<file path="src/shared/eur_defines.svh">
`ifndef EUR_DEFINES_SVH
`define EUR_DEFINES_SVH

// Register byte addresses
`define EUR_ADDR_RXSC 8'h00
`define EUR_ADDR_RXDB 8'h04
`define EUR_ADDR_TXSC 8'h08
`define EUR_ADDR_BAUD 8'h0C
`define EUR_ADDR_DIVH 8'h10
`define EUR_ADDR_DIVL 8'h14
`define EUR_ADDR_TXDB 8'h18
`define EUR_ADDR_INTC 8'h1C

// rx_status_control fields
`define EUR_RXSC_SERIAL_PORT_ENABLE  7
`define EUR_RXSC_RX9   6
`define EUR_RXSC_CONTINUOUS_RECEIVE_ENABLE  4
`define EUR_RXSC_ADDRESS_DETECT_ENABLE 3
// tx_status_control fields
`define EUR_TXSC_CSRC  7
`define EUR_TXSC_TX9   6
`define EUR_TXSC_TRANSMIT_ENABLE_BIT  5
`define EUR_TXSC_SYNC  4
`define EUR_TXSC_SEND_BREAK_REQUEST 3
`define EUR_TXSC_BAUD_HIGH_SPEED_SELECT  2
`define EUR_TXSC_TX9D  0
// baud_control fields
`define EUR_BAUD_BAUD_WIDE_GENERATOR_SELECT 3
`define EUR_BAUD_WUE   1
`define EUR_BAUD_AUTOBAUD_DETECT_ENABLE 0
// interrupt control fields
`define EUR_INTC_RXIE  4

// Oversampling: last tick of a 16-tick bit, tick of mid-bit sample
`define EUR_OS_LAST    4'hF
`define EUR_OS_MID     4'h7
// Frame lengths in bits, start and stop included
`define EUR_LEN_BREAK  4'hE
`define EUR_LEN_NINE   4'hB
`define EUR_LEN_EIGHT  4'hA

`endif

</file>
<file path="src/shared/eur_pkg.sv">
package eur_pkg;

  typedef enum logic [4:0] {
    RX_IDLE  = 5'h01,
    RX_START = 5'h02,
    RX_DATA  = 5'h04,
    RX_STOP  = 5'h08,
    RX_WAKE  = 5'h10
  } eur_rx_state_t;

  typedef enum logic [1:0] {
    TX_IDLE = 2'h1,
    TX_SEND = 2'h2
  } eur_tx_state_t;

  typedef struct packed {
    logic       ninth;
    logic       frameErr;
    logic [7:0] data;
  } eur_rx_word_t;

endpackage

</file>
<file path="src/hdl/eur_uart_top.sv">
`timescale 1ns/1ps
`include "eur_defines.svh"
module eur_uart_top (
  // Clock and reset
  input  wire logic        clk,
  input  wire logic        nrst,
  // APB slave
  input  wire logic        psel,
  input  wire logic        penable,
  input  wire logic        pwrite,
  input  wire logic [7:0]  paddr,
  input  wire logic [31:0] pwdata,
  output logic      [31:0] prdata,
  output logic             pready,
  output logic             pslverr,
  // Serial lines
  input  wire logic        serialReceiveLine,
  output logic             serialTransmitLine,
  // Receive interrupt request
  output logic             rxInterruptRequest
);

  logic                   serial_port_enable, rx9, continuous_receive_enable, address_detect_enable, overrun_error_flag;
  logic                   csrc, tx9, transmit_enable_bit, sync, send_break_request, baud_high_speed_select, tx9d;
  logic                   baud_wide_generator_select, wake_on_edge_enable, autobaud_detect_enable, rxie;
  logic [7:0]             divHi, divLo, txData;
  logic                   rxFlag, rxFull, txFull;
  eur_pkg::eur_rx_word_t  rxWord;
  logic [15:0]            brgCnt;
  logic [1:0]             preCnt;
  logic                   baseTick, sampleTick;
  logic                   rxMeta, rxSync, rxPrev, fallEdge, riseEdge;
  eur_pkg::eur_rx_state_t rxState;
  logic [3:0]             osCnt, bitCnt;
  logic [8:0]             shiftReg;
  logic                   stopBit, doneStrobe, wakeSeen, wakeEvt, accept, setRx;
  eur_pkg::eur_tx_state_t txState;
  logic [13:0]            txShift;
  logic [3:0]             txOs, txLeft;
  logic                   txIsBreak, txLoad, txBitEnd, breakEnd;
  logic                   setup, access, wrEn, rdEn;

  function automatic logic isMapped(input logic [7:0] a);
    isMapped = (a[1:0] == 2'h0) && (a <= `EUR_ADDR_INTC);
  endfunction

  // APB: zero-wait answer, data captured in the setup cycle
  assign setup  = psel && !penable;
  assign access = psel && penable && pready;
  assign wrEn   = access && pwrite && !pslverr;
  assign rdEn   = access && !pwrite && !pslverr;

  always_ff @(posedge clk) begin
    if (!nrst) begin
      pready  <= 1'b0;
      pslverr <= 1'b0;
      prdata  <= 32'h0;
    end else begin
      pready  <= setup;
      pslverr <= setup && !isMapped(paddr);
      if (setup) begin
        case (paddr)
          `EUR_ADDR_RXSC: prdata <= {24'h0, serial_port_enable, rx9, 1'b0, continuous_receive_enable, address_detect_enable,
                                     rxWord.frameErr, overrun_error_flag, rxWord.ninth};
          `EUR_ADDR_RXDB: prdata <= {24'h0, rxWord.data};
          `EUR_ADDR_TXSC: prdata <= {24'h0, csrc, tx9, transmit_enable_bit, sync, send_break_request, baud_high_speed_select,
                                     txState == eur_pkg::TX_IDLE, tx9d};
          `EUR_ADDR_BAUD: prdata <= {24'h0, 1'b0, rxState == eur_pkg::RX_IDLE,
                                     2'h0, baud_wide_generator_select, 1'b0, wake_on_edge_enable, autobaud_detect_enable};
          `EUR_ADDR_DIVH: prdata <= {24'h0, divHi};
          `EUR_ADDR_DIVL: prdata <= {24'h0, divLo};
          `EUR_ADDR_TXDB: prdata <= {24'h0, txData};
          `EUR_ADDR_INTC: prdata <= {27'h0, rxie, 2'h0, !txFull, rxFlag};
          default:        prdata <= 32'h0;
        endcase
      end
    end
  end

  // Control registers
  always_ff @(posedge clk) begin
    if (!nrst) begin
      {serial_port_enable, rx9, continuous_receive_enable, address_detect_enable} <= 4'h0;
    end else if (wrEn && paddr == `EUR_ADDR_RXSC) begin
      serial_port_enable  <= pwdata[`EUR_RXSC_SERIAL_PORT_ENABLE];
      rx9   <= pwdata[`EUR_RXSC_RX9];
      continuous_receive_enable  <= pwdata[`EUR_RXSC_CONTINUOUS_RECEIVE_ENABLE];
      address_detect_enable <= pwdata[`EUR_RXSC_ADDRESS_DETECT_ENABLE];
    end
  end

  always_ff @(posedge clk) begin
    if (!nrst) begin
      {csrc, tx9, transmit_enable_bit, sync, send_break_request, baud_high_speed_select, tx9d} <= 7'h0;
    end else if (wrEn && paddr == `EUR_ADDR_TXSC) begin
      csrc  <= pwdata[`EUR_TXSC_CSRC];
      tx9   <= pwdata[`EUR_TXSC_TX9];
      transmit_enable_bit  <= pwdata[`EUR_TXSC_TRANSMIT_ENABLE_BIT];
      sync  <= pwdata[`EUR_TXSC_SYNC];
      send_break_request <= pwdata[`EUR_TXSC_SEND_BREAK_REQUEST];
      baud_high_speed_select  <= pwdata[`EUR_TXSC_BAUD_HIGH_SPEED_SELECT];
      tx9d  <= pwdata[`EUR_TXSC_TX9D];
    end else if (breakEnd) begin
      send_break_request <= 1'b0;
    end
  end

  always_ff @(posedge clk) begin
    if (!nrst) begin
      {baud_wide_generator_select, wake_on_edge_enable, autobaud_detect_enable, rxie} <= 4'h0;
      divHi <= 8'h00;
      divLo <= 8'h00;
    end else begin
      if (wrEn && paddr == `EUR_ADDR_BAUD) begin
        baud_wide_generator_select <= pwdata[`EUR_BAUD_BAUD_WIDE_GENERATOR_SELECT];
        wake_on_edge_enable   <= pwdata[`EUR_BAUD_WUE];
        autobaud_detect_enable <= pwdata[`EUR_BAUD_AUTOBAUD_DETECT_ENABLE];
      end else if (rxState == eur_pkg::RX_WAKE && wakeSeen && riseEdge) begin
        wake_on_edge_enable <= 1'b0;
      end
      if (wrEn && paddr == `EUR_ADDR_DIVH) divHi <= pwdata[7:0];
      if (wrEn && paddr == `EUR_ADDR_DIVL) divLo <= pwdata[7:0];
      if (wrEn && paddr == `EUR_ADDR_INTC) rxie <= pwdata[`EUR_INTC_RXIE];
    end
  end

  // Baud generator: period divisor+1, extra divide by four in the x64 setting
  assign baseTick   = serial_port_enable && brgCnt == 16'h0;
  assign sampleTick = baseTick && (baud_wide_generator_select || baud_high_speed_select || preCnt == 2'h3);

  always_ff @(posedge clk) begin
    if (!nrst) begin
      brgCnt <= 16'h0;
      preCnt <= 2'h0;
    end else begin
      if (!serial_port_enable || brgCnt == 16'h0)
        brgCnt <= baud_wide_generator_select ? {divHi, divLo} : {8'h00, divLo};
      else
        brgCnt <= brgCnt - 16'h1;
      if (!serial_port_enable)
        preCnt <= 2'h0;
      else if (baseTick)
        preCnt <= preCnt + 2'h1;
    end
  end

  // Line synchroniser; the second stage and its delayed copy rxPrev feed logic
  always_ff @(posedge clk) begin
    if (!nrst) begin
      rxMeta <= 1'b1;
      rxSync <= 1'b1;
      rxPrev <= 1'b1;
    end else begin
      rxMeta <= serialReceiveLine;
      rxSync <= rxMeta;
      rxPrev <= rxSync;
    end
  end
  assign fallEdge = rxPrev && !rxSync;
  assign riseEdge = !rxPrev && rxSync;

  // Receiver
  always_ff @(posedge clk) begin
    if (!nrst) begin
      rxState    <= eur_pkg::RX_IDLE;
      osCnt      <= 4'h0;
      bitCnt     <= 4'h0;
      shiftReg   <= 9'h0;
      stopBit    <= 1'b1;
      doneStrobe <= 1'b0;
      wakeSeen   <= 1'b0;
      wakeEvt    <= 1'b0;
    end else begin
      doneStrobe <= 1'b0;
      wakeEvt    <= 1'b0;
      case (rxState)
        eur_pkg::RX_IDLE: begin
          wakeSeen <= 1'b0;
          if (wake_on_edge_enable)
            rxState <= eur_pkg::RX_WAKE;
          else if (serial_port_enable && continuous_receive_enable && !sync && !overrun_error_flag && fallEdge) begin
            rxState <= eur_pkg::RX_START;
            osCnt   <= 4'h0;
          end
        end
        eur_pkg::RX_START: begin
          if (!continuous_receive_enable)
            rxState <= eur_pkg::RX_IDLE;
          else if (sampleTick) begin
            if (osCnt == `EUR_OS_MID) begin
              // A start bit that is high at mid-bit was a glitch
              rxState <= rxSync ? eur_pkg::RX_IDLE : eur_pkg::RX_DATA;
              osCnt   <= 4'h0;
              bitCnt  <= 4'h0;
            end else
              osCnt <= osCnt + 4'h1;
          end
        end
        eur_pkg::RX_DATA: begin
          if (!continuous_receive_enable)
            rxState <= eur_pkg::RX_IDLE;
          else if (sampleTick) begin
            osCnt <= osCnt + 4'h1;
            if (osCnt == `EUR_OS_LAST) begin
              shiftReg <= {rxSync, shiftReg[8:1]};
              if (bitCnt == (rx9 ? 4'h8 : 4'h7))
                rxState <= eur_pkg::RX_STOP;
              else
                bitCnt <= bitCnt + 4'h1;
            end
          end
        end
        eur_pkg::RX_STOP: begin
          if (!continuous_receive_enable)
            rxState <= eur_pkg::RX_IDLE;
          else if (sampleTick) begin
            osCnt <= osCnt + 4'h1;
            if (osCnt == `EUR_OS_LAST) begin
              stopBit    <= rxSync;
              doneStrobe <= 1'b1;
              rxState    <= eur_pkg::RX_IDLE;
            end
          end
        end
        eur_pkg::RX_WAKE: begin
          // Clocked here; no clockless path exists in this logic
          if (fallEdge && !wakeSeen) begin
            wakeSeen <= 1'b1;
            wakeEvt  <= 1'b1;
          end
          if (!wake_on_edge_enable)
            rxState <= eur_pkg::RX_IDLE;
        end
        default: rxState <= eur_pkg::RX_IDLE;
      endcase
    end
  end

  // Receive buffer, errors and flag
  assign accept = !(address_detect_enable && rx9 && !shiftReg[8]);
  assign setRx  = (doneStrobe && accept && !rxFull) || wakeEvt;

  always_ff @(posedge clk) begin
    if (!nrst) begin
      rxWord <= '0;
      rxFull <= 1'b0;
      overrun_error_flag   <= 1'b0;
    end else begin
      if (rdEn && paddr == `EUR_ADDR_RXDB)
        rxFull <= 1'b0;
      if (wrEn && paddr == `EUR_ADDR_RXSC && !pwdata[`EUR_RXSC_CONTINUOUS_RECEIVE_ENABLE]) begin
        overrun_error_flag            <= 1'b0;
        rxWord.frameErr <= 1'b0;
      end else if (doneStrobe && accept) begin
        if (rxFull)
          overrun_error_flag <= 1'b1;
        else begin
          rxWord.data     <= rx9 ? shiftReg[7:0] : shiftReg[8:1];
          rxWord.ninth    <= rx9 && shiftReg[8];
          rxWord.frameErr <= !stopBit;
          rxFull          <= 1'b1;
        end
      end
    end
  end

  // Hardware set wins over the clear by a buffer read
  always_ff @(posedge clk) begin
    if (!nrst) begin
      rxFlag             <= 1'b0;
      rxInterruptRequest <= 1'b0;
    end else begin
      if (setRx)
        rxFlag <= 1'b1;
      else if (rdEn && paddr == `EUR_ADDR_RXDB)
        rxFlag <= 1'b0;
      rxInterruptRequest <= (rxFlag || setRx) && rxie;
    end
  end

  // Transmitter: ordinary frames and Break
  // Frames start on a sample tick, so the start bit lasts a full bit time
  assign txLoad   = txState == eur_pkg::TX_IDLE && txFull && transmit_enable_bit && serial_port_enable && sampleTick;
  assign txBitEnd = txState == eur_pkg::TX_SEND && sampleTick && txOs == `EUR_OS_LAST;
  assign breakEnd = txBitEnd && txLeft == 4'h1 && txIsBreak;

  always_ff @(posedge clk) begin
    if (!nrst)
      txFull <= 1'b0;
    else if (wrEn && paddr == `EUR_ADDR_TXDB)
      txFull <= 1'b1;
    else if (txLoad)
      txFull <= 1'b0;
  end

  always_ff @(posedge clk) begin
    if (!nrst)
      txData <= 8'h00;
    else if (wrEn && paddr == `EUR_ADDR_TXDB)
      txData <= pwdata[7:0];
  end

  always_ff @(posedge clk) begin
    if (!nrst) begin
      txState            <= eur_pkg::TX_IDLE;
      txShift            <= 14'h3FFF;
      txOs               <= 4'h0;
      txLeft             <= 4'h0;
      txIsBreak          <= 1'b0;
      serialTransmitLine <= 1'b1;
    end else begin
      case (txState)
        eur_pkg::TX_IDLE: begin
          serialTransmitLine <= 1'b1;
          if (txLoad) begin
            txState   <= eur_pkg::TX_SEND;
            txOs      <= 4'h0;
            txIsBreak <= send_break_request;
            if (send_break_request) begin
              txShift <= 14'h2000;
              txLeft  <= `EUR_LEN_BREAK;
            end else if (tx9) begin
              txShift <= {4'hF, tx9d, txData, 1'b0};
              txLeft  <= `EUR_LEN_NINE;
            end else begin
              txShift <= {5'h1F, txData, 1'b0};
              txLeft  <= `EUR_LEN_EIGHT;
            end
          end
        end
        eur_pkg::TX_SEND: begin
          serialTransmitLine <= txShift[0];
          if (sampleTick)
            txOs <= txOs + 4'h1;
          if (txBitEnd) begin
            txShift <= {1'b1, txShift[13:1]};
            txLeft  <= txLeft - 4'h1;
            if (txLeft == 4'h1)
              txState <= eur_pkg::TX_IDLE;
          end
        end
        default: txState <= eur_pkg::TX_IDLE;
      endcase
    end
  end
endmodule

</file>
<file path="config.mk">
export PLATFORM = sky130hd
export DESIGN_NAME = eur_uart_top
export DESIGN_NICKNAME = d
export VERILOG_FILES = /design/src/shared/eur_pkg.sv /design/src/hdl/eur_uart_top.sv
export VERILOG_INCLUDE_DIRS = /design/src /design/src/shared
export SDC_FILE = /design/constraint.sdc
export NUM_CORES = 1
export LEC_CHECK = 0
export BUFFER_PORTS_ARGS = -buffer_cell sky130_fd_sc_hd__buf_2
export CAP_MARGIN = 15
export CELL_PAD_IN_SITES_DETAIL_PLACEMENT = 1
export CELL_PAD_IN_SITES_GLOBAL_PLACEMENT = 1
export CORE_ASPECT_RATIO = 1.1
export CORE_MARGIN = 3
export CORE_UTILIZATION = 31
export DETAILED_ROUTE_END_ITERATION = 8
export GPL_ROUTABILITY_DRIVEN = 0
export HOLD_SLACK_MARGIN = 0.05
export PLACE_DENSITY_LB_ADDON = 0.3
export SYNTH_ARGS = -nofsm -noshare
export SYNTH_HDL_FRONTEND = slang
export SYNTH_SLANG_ARGS = --single-unit
</file>
<file path="constraint.sdc">
create_clock -name clk -period 2.91 [get_ports clk]
set_input_delay 0.291 -clock clk [delete_from_list [all_inputs] [get_ports clk]]
set_output_delay 0.291 -clock clk [all_outputs]
set_load 0.03 [all_outputs]
</file>
* Word-level counts from Yosys, hierarchy flattened
Index checks and enable logic that the tools add are counted.
** Storage, ports and cells
- Register bits :: 161
- Word-level logic and storage cells :: 266
- Input port bits :: 46
- Output and inout port bits :: 36
** Cells by class
- $add $sub $neg :: 6
- Reduce and logical (&&, ||, !) cells :: 93
- Multiplexer cells :: 70
- $lt $le $gt $ge :: 1
- Equality and inequality tests :: 45
- Bitwise logic cells :: 3
** Operators with widths (number)
- 4-bit 2-to-1 mux :: 19
- 5-bit 2-to-1 mux :: 13
- 8-bit one-hot mux with 8 select lines :: 1
- 1-bit logical AND :: 43
- 8-bit by 5-bit equality test with 1-bit output (second input constant) :: 4
- 16-bit 2-to-1 mux :: 2
- 14-bit 2-to-1 mux :: 2
- 14-bit one-hot mux with 2 select lines :: 1
- 5-bit one-hot mux with 5 select lines :: 1
- 2-bit inequality test (second input constant) :: 12
- 4-bit one-hot mux with 2 select lines :: 3
- 3-bit inequality test (second input constant) :: 7
- 8-bit by 4-bit equality test with 1-bit output (second input constant) :: 2
- 1-bit zero test :: 16
- 16-bit zero test :: 1
- 1-bit 2-to-1 mux :: 16
- 16-bit by 1-bit subtractor with 16-bit output (second input constant) :: 1
- 2-bit nonzero test :: 7
- 13-bit 2-to-1 mux :: 1
- 4-bit by 1-bit adder with 4-bit output (second input constant) :: 3
- 4-bit one-hot mux with 3 select lines :: 1
- 2-bit AND reduction :: 6
- 3-bit AND reduction :: 4
- 4-bit AND reduction :: 3
- other kinds (32) :: 49

* Logic depth before layout (Yosys ltp)
- Depth after elaboration :: 9
- Mapped depth :: 10
- Depth with buffers taken out :: 8

* Worst setup path before layout
Ideal clock, no wire load.
- Path kind :: reg2reg
- From :: register brgCnt[10]
- To :: register shiftReg[8]
- Arrival :: 2.451 ns
- Required time :: 2.843 ns
- Clock period less this slack :: 2.518 ns
- Cell stages (with the launch flop) :: 8
- Path slack :: 0.392 ns
- Path buffers :: 1
- Setup time :: 0.067 ns
- Cell sequence :: dfxtp_1 -> or4_4 -> or4_1 -> buf_2 -> or4_4 -> nor3_4 -> nand2_1 -> a21oi_2
** On the way
- Cells in the longest elaborated chain, start to end :: 4
** Ends and longest elaborated chain
- from (decl) :: line eur_uart_top.sv:29 : logic [15:0] brgCnt;
- from (signal assigned) :: line eur_uart_top.sv:137 : brgCnt <= baud_wide_generator_select ? {divHi, divLo} : {8'h00, divLo};
- from (signal assigned) :: line eur_uart_top.sv:139 : brgCnt <= brgCnt - 16'h1;
- 16-bit zero test :: line eur_uart_top.sv:128 : assign baseTick = serial_port_enable && brgCnt == 16'h0;
- 1-bit logical AND :: line eur_uart_top.sv:128
- 1-bit logical AND :: line eur_uart_top.sv:129 : assign sampleTick = baseTick && (baud_wide_generator_select || baud_high_speed_select || preCnt == 2'h3);
- 4-bit AND reduction (no source line)
- to (signal assigned) :: line eur_uart_top.sv:205 : shiftReg <= {rxSync, shiftReg[8:1]};
- to (decl) :: line eur_uart_top.sv:35 : logic [8:0] shiftReg;
Every way passes these cells.
A chain may end at the register's enable or synchronous reset.

* Worst setup path after layout
- From :: register brgCnt[10]
- To :: register txOs[3]
** On the way
- Cells in the longest elaborated chain, start to end :: 6
- Elaborated cells on any way between the ends :: 7
- Classes of those cells :: eq/ne: 2; reduce/logical: 5
** Ends and longest elaborated chain
- 16-bit zero test * :: line eur_uart_top.sv:128
- 1-bit logical AND * :: line eur_uart_top.sv:128
- 1-bit logical AND * :: line eur_uart_top.sv:129
- 1-bit logical AND :: line eur_uart_top.sv:283 : assign txLoad = txState == eur_pkg::TX_IDLE && txFull && transmit_enable_bit && serial_port_enable && sampleTi ...
- 2-bit inequality test (no source line)
- 3-bit AND reduction (no source line) *
- to (signal assigned) :: line eur_uart_top.sv:334 : txOs <= txOs + 4'h1;
- to (decl) :: line eur_uart_top.sv:39 : logic [3:0] txOs, txLeft;
Every way passes the cells marked *; elsewhere a longest branch is shown, timed or not.

==> impl_metrics.env <==
export IMPL_outcome="finished, final reports clean"
export IMPL_final_nets=895
export IMPL_cp_cell_sequence="or4_4, or4_1, buf_4, nor4_2, nor3_1, or4_1, a21oi_1"
export IMPL_clk_insertion_delay_late_ns=0.42
export IMPL_routedWlPerCell_um=17.9
export IMPL_rsz0062_at_grt="false"
export IMPL_port_buffers=33
export IMPL_numPlacedInstances=1104
export IMPL_wirelength_mm=20.3
export IMPL_tns_ns=0
export IMPL_ys_warn_count=0
export IMPL_yosysSeqAreaShare_pct=40.5
export IMPL_fin_crit_sh_pct=93.9
export IMPL_fmax_mhz=366
export IMPL_period_minus_slack_ns=2.73
export IMPL_fillers=2561
export IMPL_fin_skew_ns=0.00762
export IMPL_start_util_pct=32.1
export IMPL_peakVddDrop_v=0.000317
export IMPL_whs_path_depth=3
export IMPL_slew_headroom_pct=45.7
export IMPL_critPathMaxStageDelay_ns=0.58
export IMPL_detailedRoute_firstPassIterationCount=5
export IMPL_synthFlopType="dfxtp_1"
export IMPL_core_sq_mm=0.0209
export IMPL_antenna_cells=0
export IMPL_slowest_stage="or4_4"
export IMPL_die_w_um=146
export IMPL_drv_cap=0
export IMPL_hold_class="in2reg"
export IMPL_path_depth=7
export IMPL_vias=5897
export IMPL_power_density_mw_per_mm2=616
export IMPL_gr_usage_all_layers_pct=17.4
export IMPL_critPathCaptureType="flip-flop"
export IMPL_finalHoldViolCount=0
export IMPL_multi_input_area_sq_mm=0.00365
export IMPL_drtAntennaViolNets=0
export IMPL_synth_most_common_cell="dfxtp_1"
export IMPL_syn_area_sq_mm=0.00673
export IMPL_numCtsBuffers=17
export IMPL_yosys_top_cells_area="dfxtp_1, nand2_1, mux2i_1"
export IMPL_floorplan_die_area_sq_mm=0.0235
export IMPL_vias_per_cell=5.19
export IMPL_arrival_ns=3.08
export IMPL_regToRegSetupSlack_ns=0.18
export IMPL_drv_slew=0
export IMPL_synth_avg_cell_area_sq_um=8.20
export IMPL_dpl_hpwl_mm=14.5
export IMPL_drcViolationCount=0
export IMPL_ys_types=68
export IMPL_finalSetupViolCount=0
export IMPL_clock_path_buffers=2
export IMPL_die_h_um=160
export IMPL_syn_to_final_growth_pct=16.7
export IMPL_layout_drive_gt1_share_pct=12.3
export IMPL_worstPathRequired_ns=3.26
export IMPL_synth_top_cells_by_count="dfxtp_1, nand2_1, nor2_1"
export IMPL_synth_top_area_share_pct=40.5
export IMPL_grt_ovfl_total=0
export IMPL_regArea_sq_mm=0.00272
export IMPL_ys_ff_latch=136
export IMPL_crit_family="simple AND/OR/NAND/NOR gates"
export IMPL_async_reset_ff_share_pct=0
export IMPL_clkTransAtPathRegs_ns=0.06
export IMPL_synth_edff_count=0
export IMPL_cts_tree="built"
export IMPL_netlist_instances=820
export IMPL_antenna_found_initial=1
export IMPL_drt_iter0_drc=262
export IMPL_r2r_cells=7
export IMPL_io_pin_count=82
export IMPL_p_leak_uw=0.00294
export IMPL_crit_buf_inv=1
export IMPL_whs_ns=0.197
export IMPL_critical_path_max_fanout=6
export IMPL_clock_sinks=136
export IMPL_worst_pin_slew_ns=0.814
export IMPL_grt_start_max_net_pins=69
export IMPL_crit_type="reg2reg"
export IMPL_cp_common_cell="or4_1"
export IMPL_htreeDepth=4
export IMPL_yosys_area_top_type="dfxtp_1"
export IMPL_fin_cells=1137
export IMPL_grt_pass1_wl_mm=32.8
export IMPL_num_rows=55
export IMPL_cp_start_kind="flip-flop"
export IMPL_root_buffer="clkbuf_16"
export IMPL_grt_pass1_vias=5873
## worst paths after layout
kind,startpoint,end
hold / removal,pwdata[5],transmit_enable_bit
setup reg to reg,brgCnt[10],txOs[3]
hold reg to reg,rxMeta,rxSync
setup / recovery,brgCnt[10],txOs[3]
## area by class of cell
| type | instances | share of cell area [%] |
|---|---|---|
| clock buffers | 21 | 6.00 |
| clock inverters | 11 | 3.08 |
| inverters | 17 | 0.813 |
| multi-input cells | 613 | 46.6 |
| flip-flops and latches | 136 | 34.7 |
| well taps | 285 | 4.55 |
| repair buffers | 54 | 4.31 |
## worst min-delay path, cell delays in order
cell and delay, ns:
buf_2 0.15, nand3_1 0.08, a21oi_1 0.05
## sequential cells by signal, summed over array words and instances, names as in the netlist, 2 cells and up
register and flops:
divLo 8, shiftReg 9, bitCnt 4, osCnt 4, txLeft 4, rxWord 10, txState 2, rxState 5
txData 8, prdata 8, divHi 8, txShift 13, brgCnt 16, txOs 4, preCnt 2
## logic make-up (layout without fill, tap and decap cells)
kind of cell / count (synthesis) / after routing / share of synthesized area (%)
AND/OR/NAND/NOR: 339 / 339 / 25.1
AO/OA/AOI/OAI: 181 / 181 / 17.3
flip-flops: 136 / 136 / 40.5
buffers and inverters: 94 / 103 / 6.68
multiplexers: 41 / 41 / 6.16
XOR/XNOR: 18 / 18 / 2.34
adder cells (fa/ha/maj): 10 / 10 / 1.86
other: 1 / 24 / 0.0558
## layout by cell type, fill, tap and decap left out, types with 9 or more instances in the layout
cell type	instances
dfxtp_1	136
nand2_1	105
nor2_1	77
a21oi_1	73
nand3_1	41
mux2i_1	38
buf_2	33
conb_1	24
o21ai_0	21
nor3_1	20
a211oi_1	20
buf_4	19
clkbuf_16	17
inv_1	16
o211ai_1	16
and3_1	14
xor2_1	11
o21a_1	10
ha_1	10
nand4_1	9
or3_1	9
and2_1	9
## report_power, final
part | leakage [uW] | switching [uW] | internal (uW)
Combinational | 0.00151 | 229 | 93.1
Sequential | 0.00110 | 23.8 | 1880
Clock | 0.000336 | 844 | 1760
## layer usage
metal | part of all wire [%] | track usage (%) | vias to the layer above
met5 | 0 | 0 | -
met1 | 46 | 23.0 | 2884
li1 | - | - | 2902
met3 | 3.6 | 3.22 | 21
met2 | 49 | 29.0 | 90
met4 | 1.7 | 5.43 | 0
## timing repair
action / CTS / global route
setup endpoints to repair: 0 / 2
hold buffers: 1 / 0
hold endpoints to repair: 1 / 0
resized for setup: 0 / 1
buffers inserted: 0 / 0
## metrics by stage
step | power [uW] | utilization [%] | instance area [sq um] | worst slack [ns]
floorplan | 2180 | - | 6810 | 0.392
global placement | 2260 | 34.0 | 7120 | 0.217
detailed placement | 2260 | 34.0 | 7120 | 0.145
CTS | 4870 | 37.5 | 7840 | 0.132
global route | 5000 | 37.5 | 7850 | 0.0587
finish | 4830 | 37.5 | 7850 | 0.176
Power figures use the tool's default switching activity.
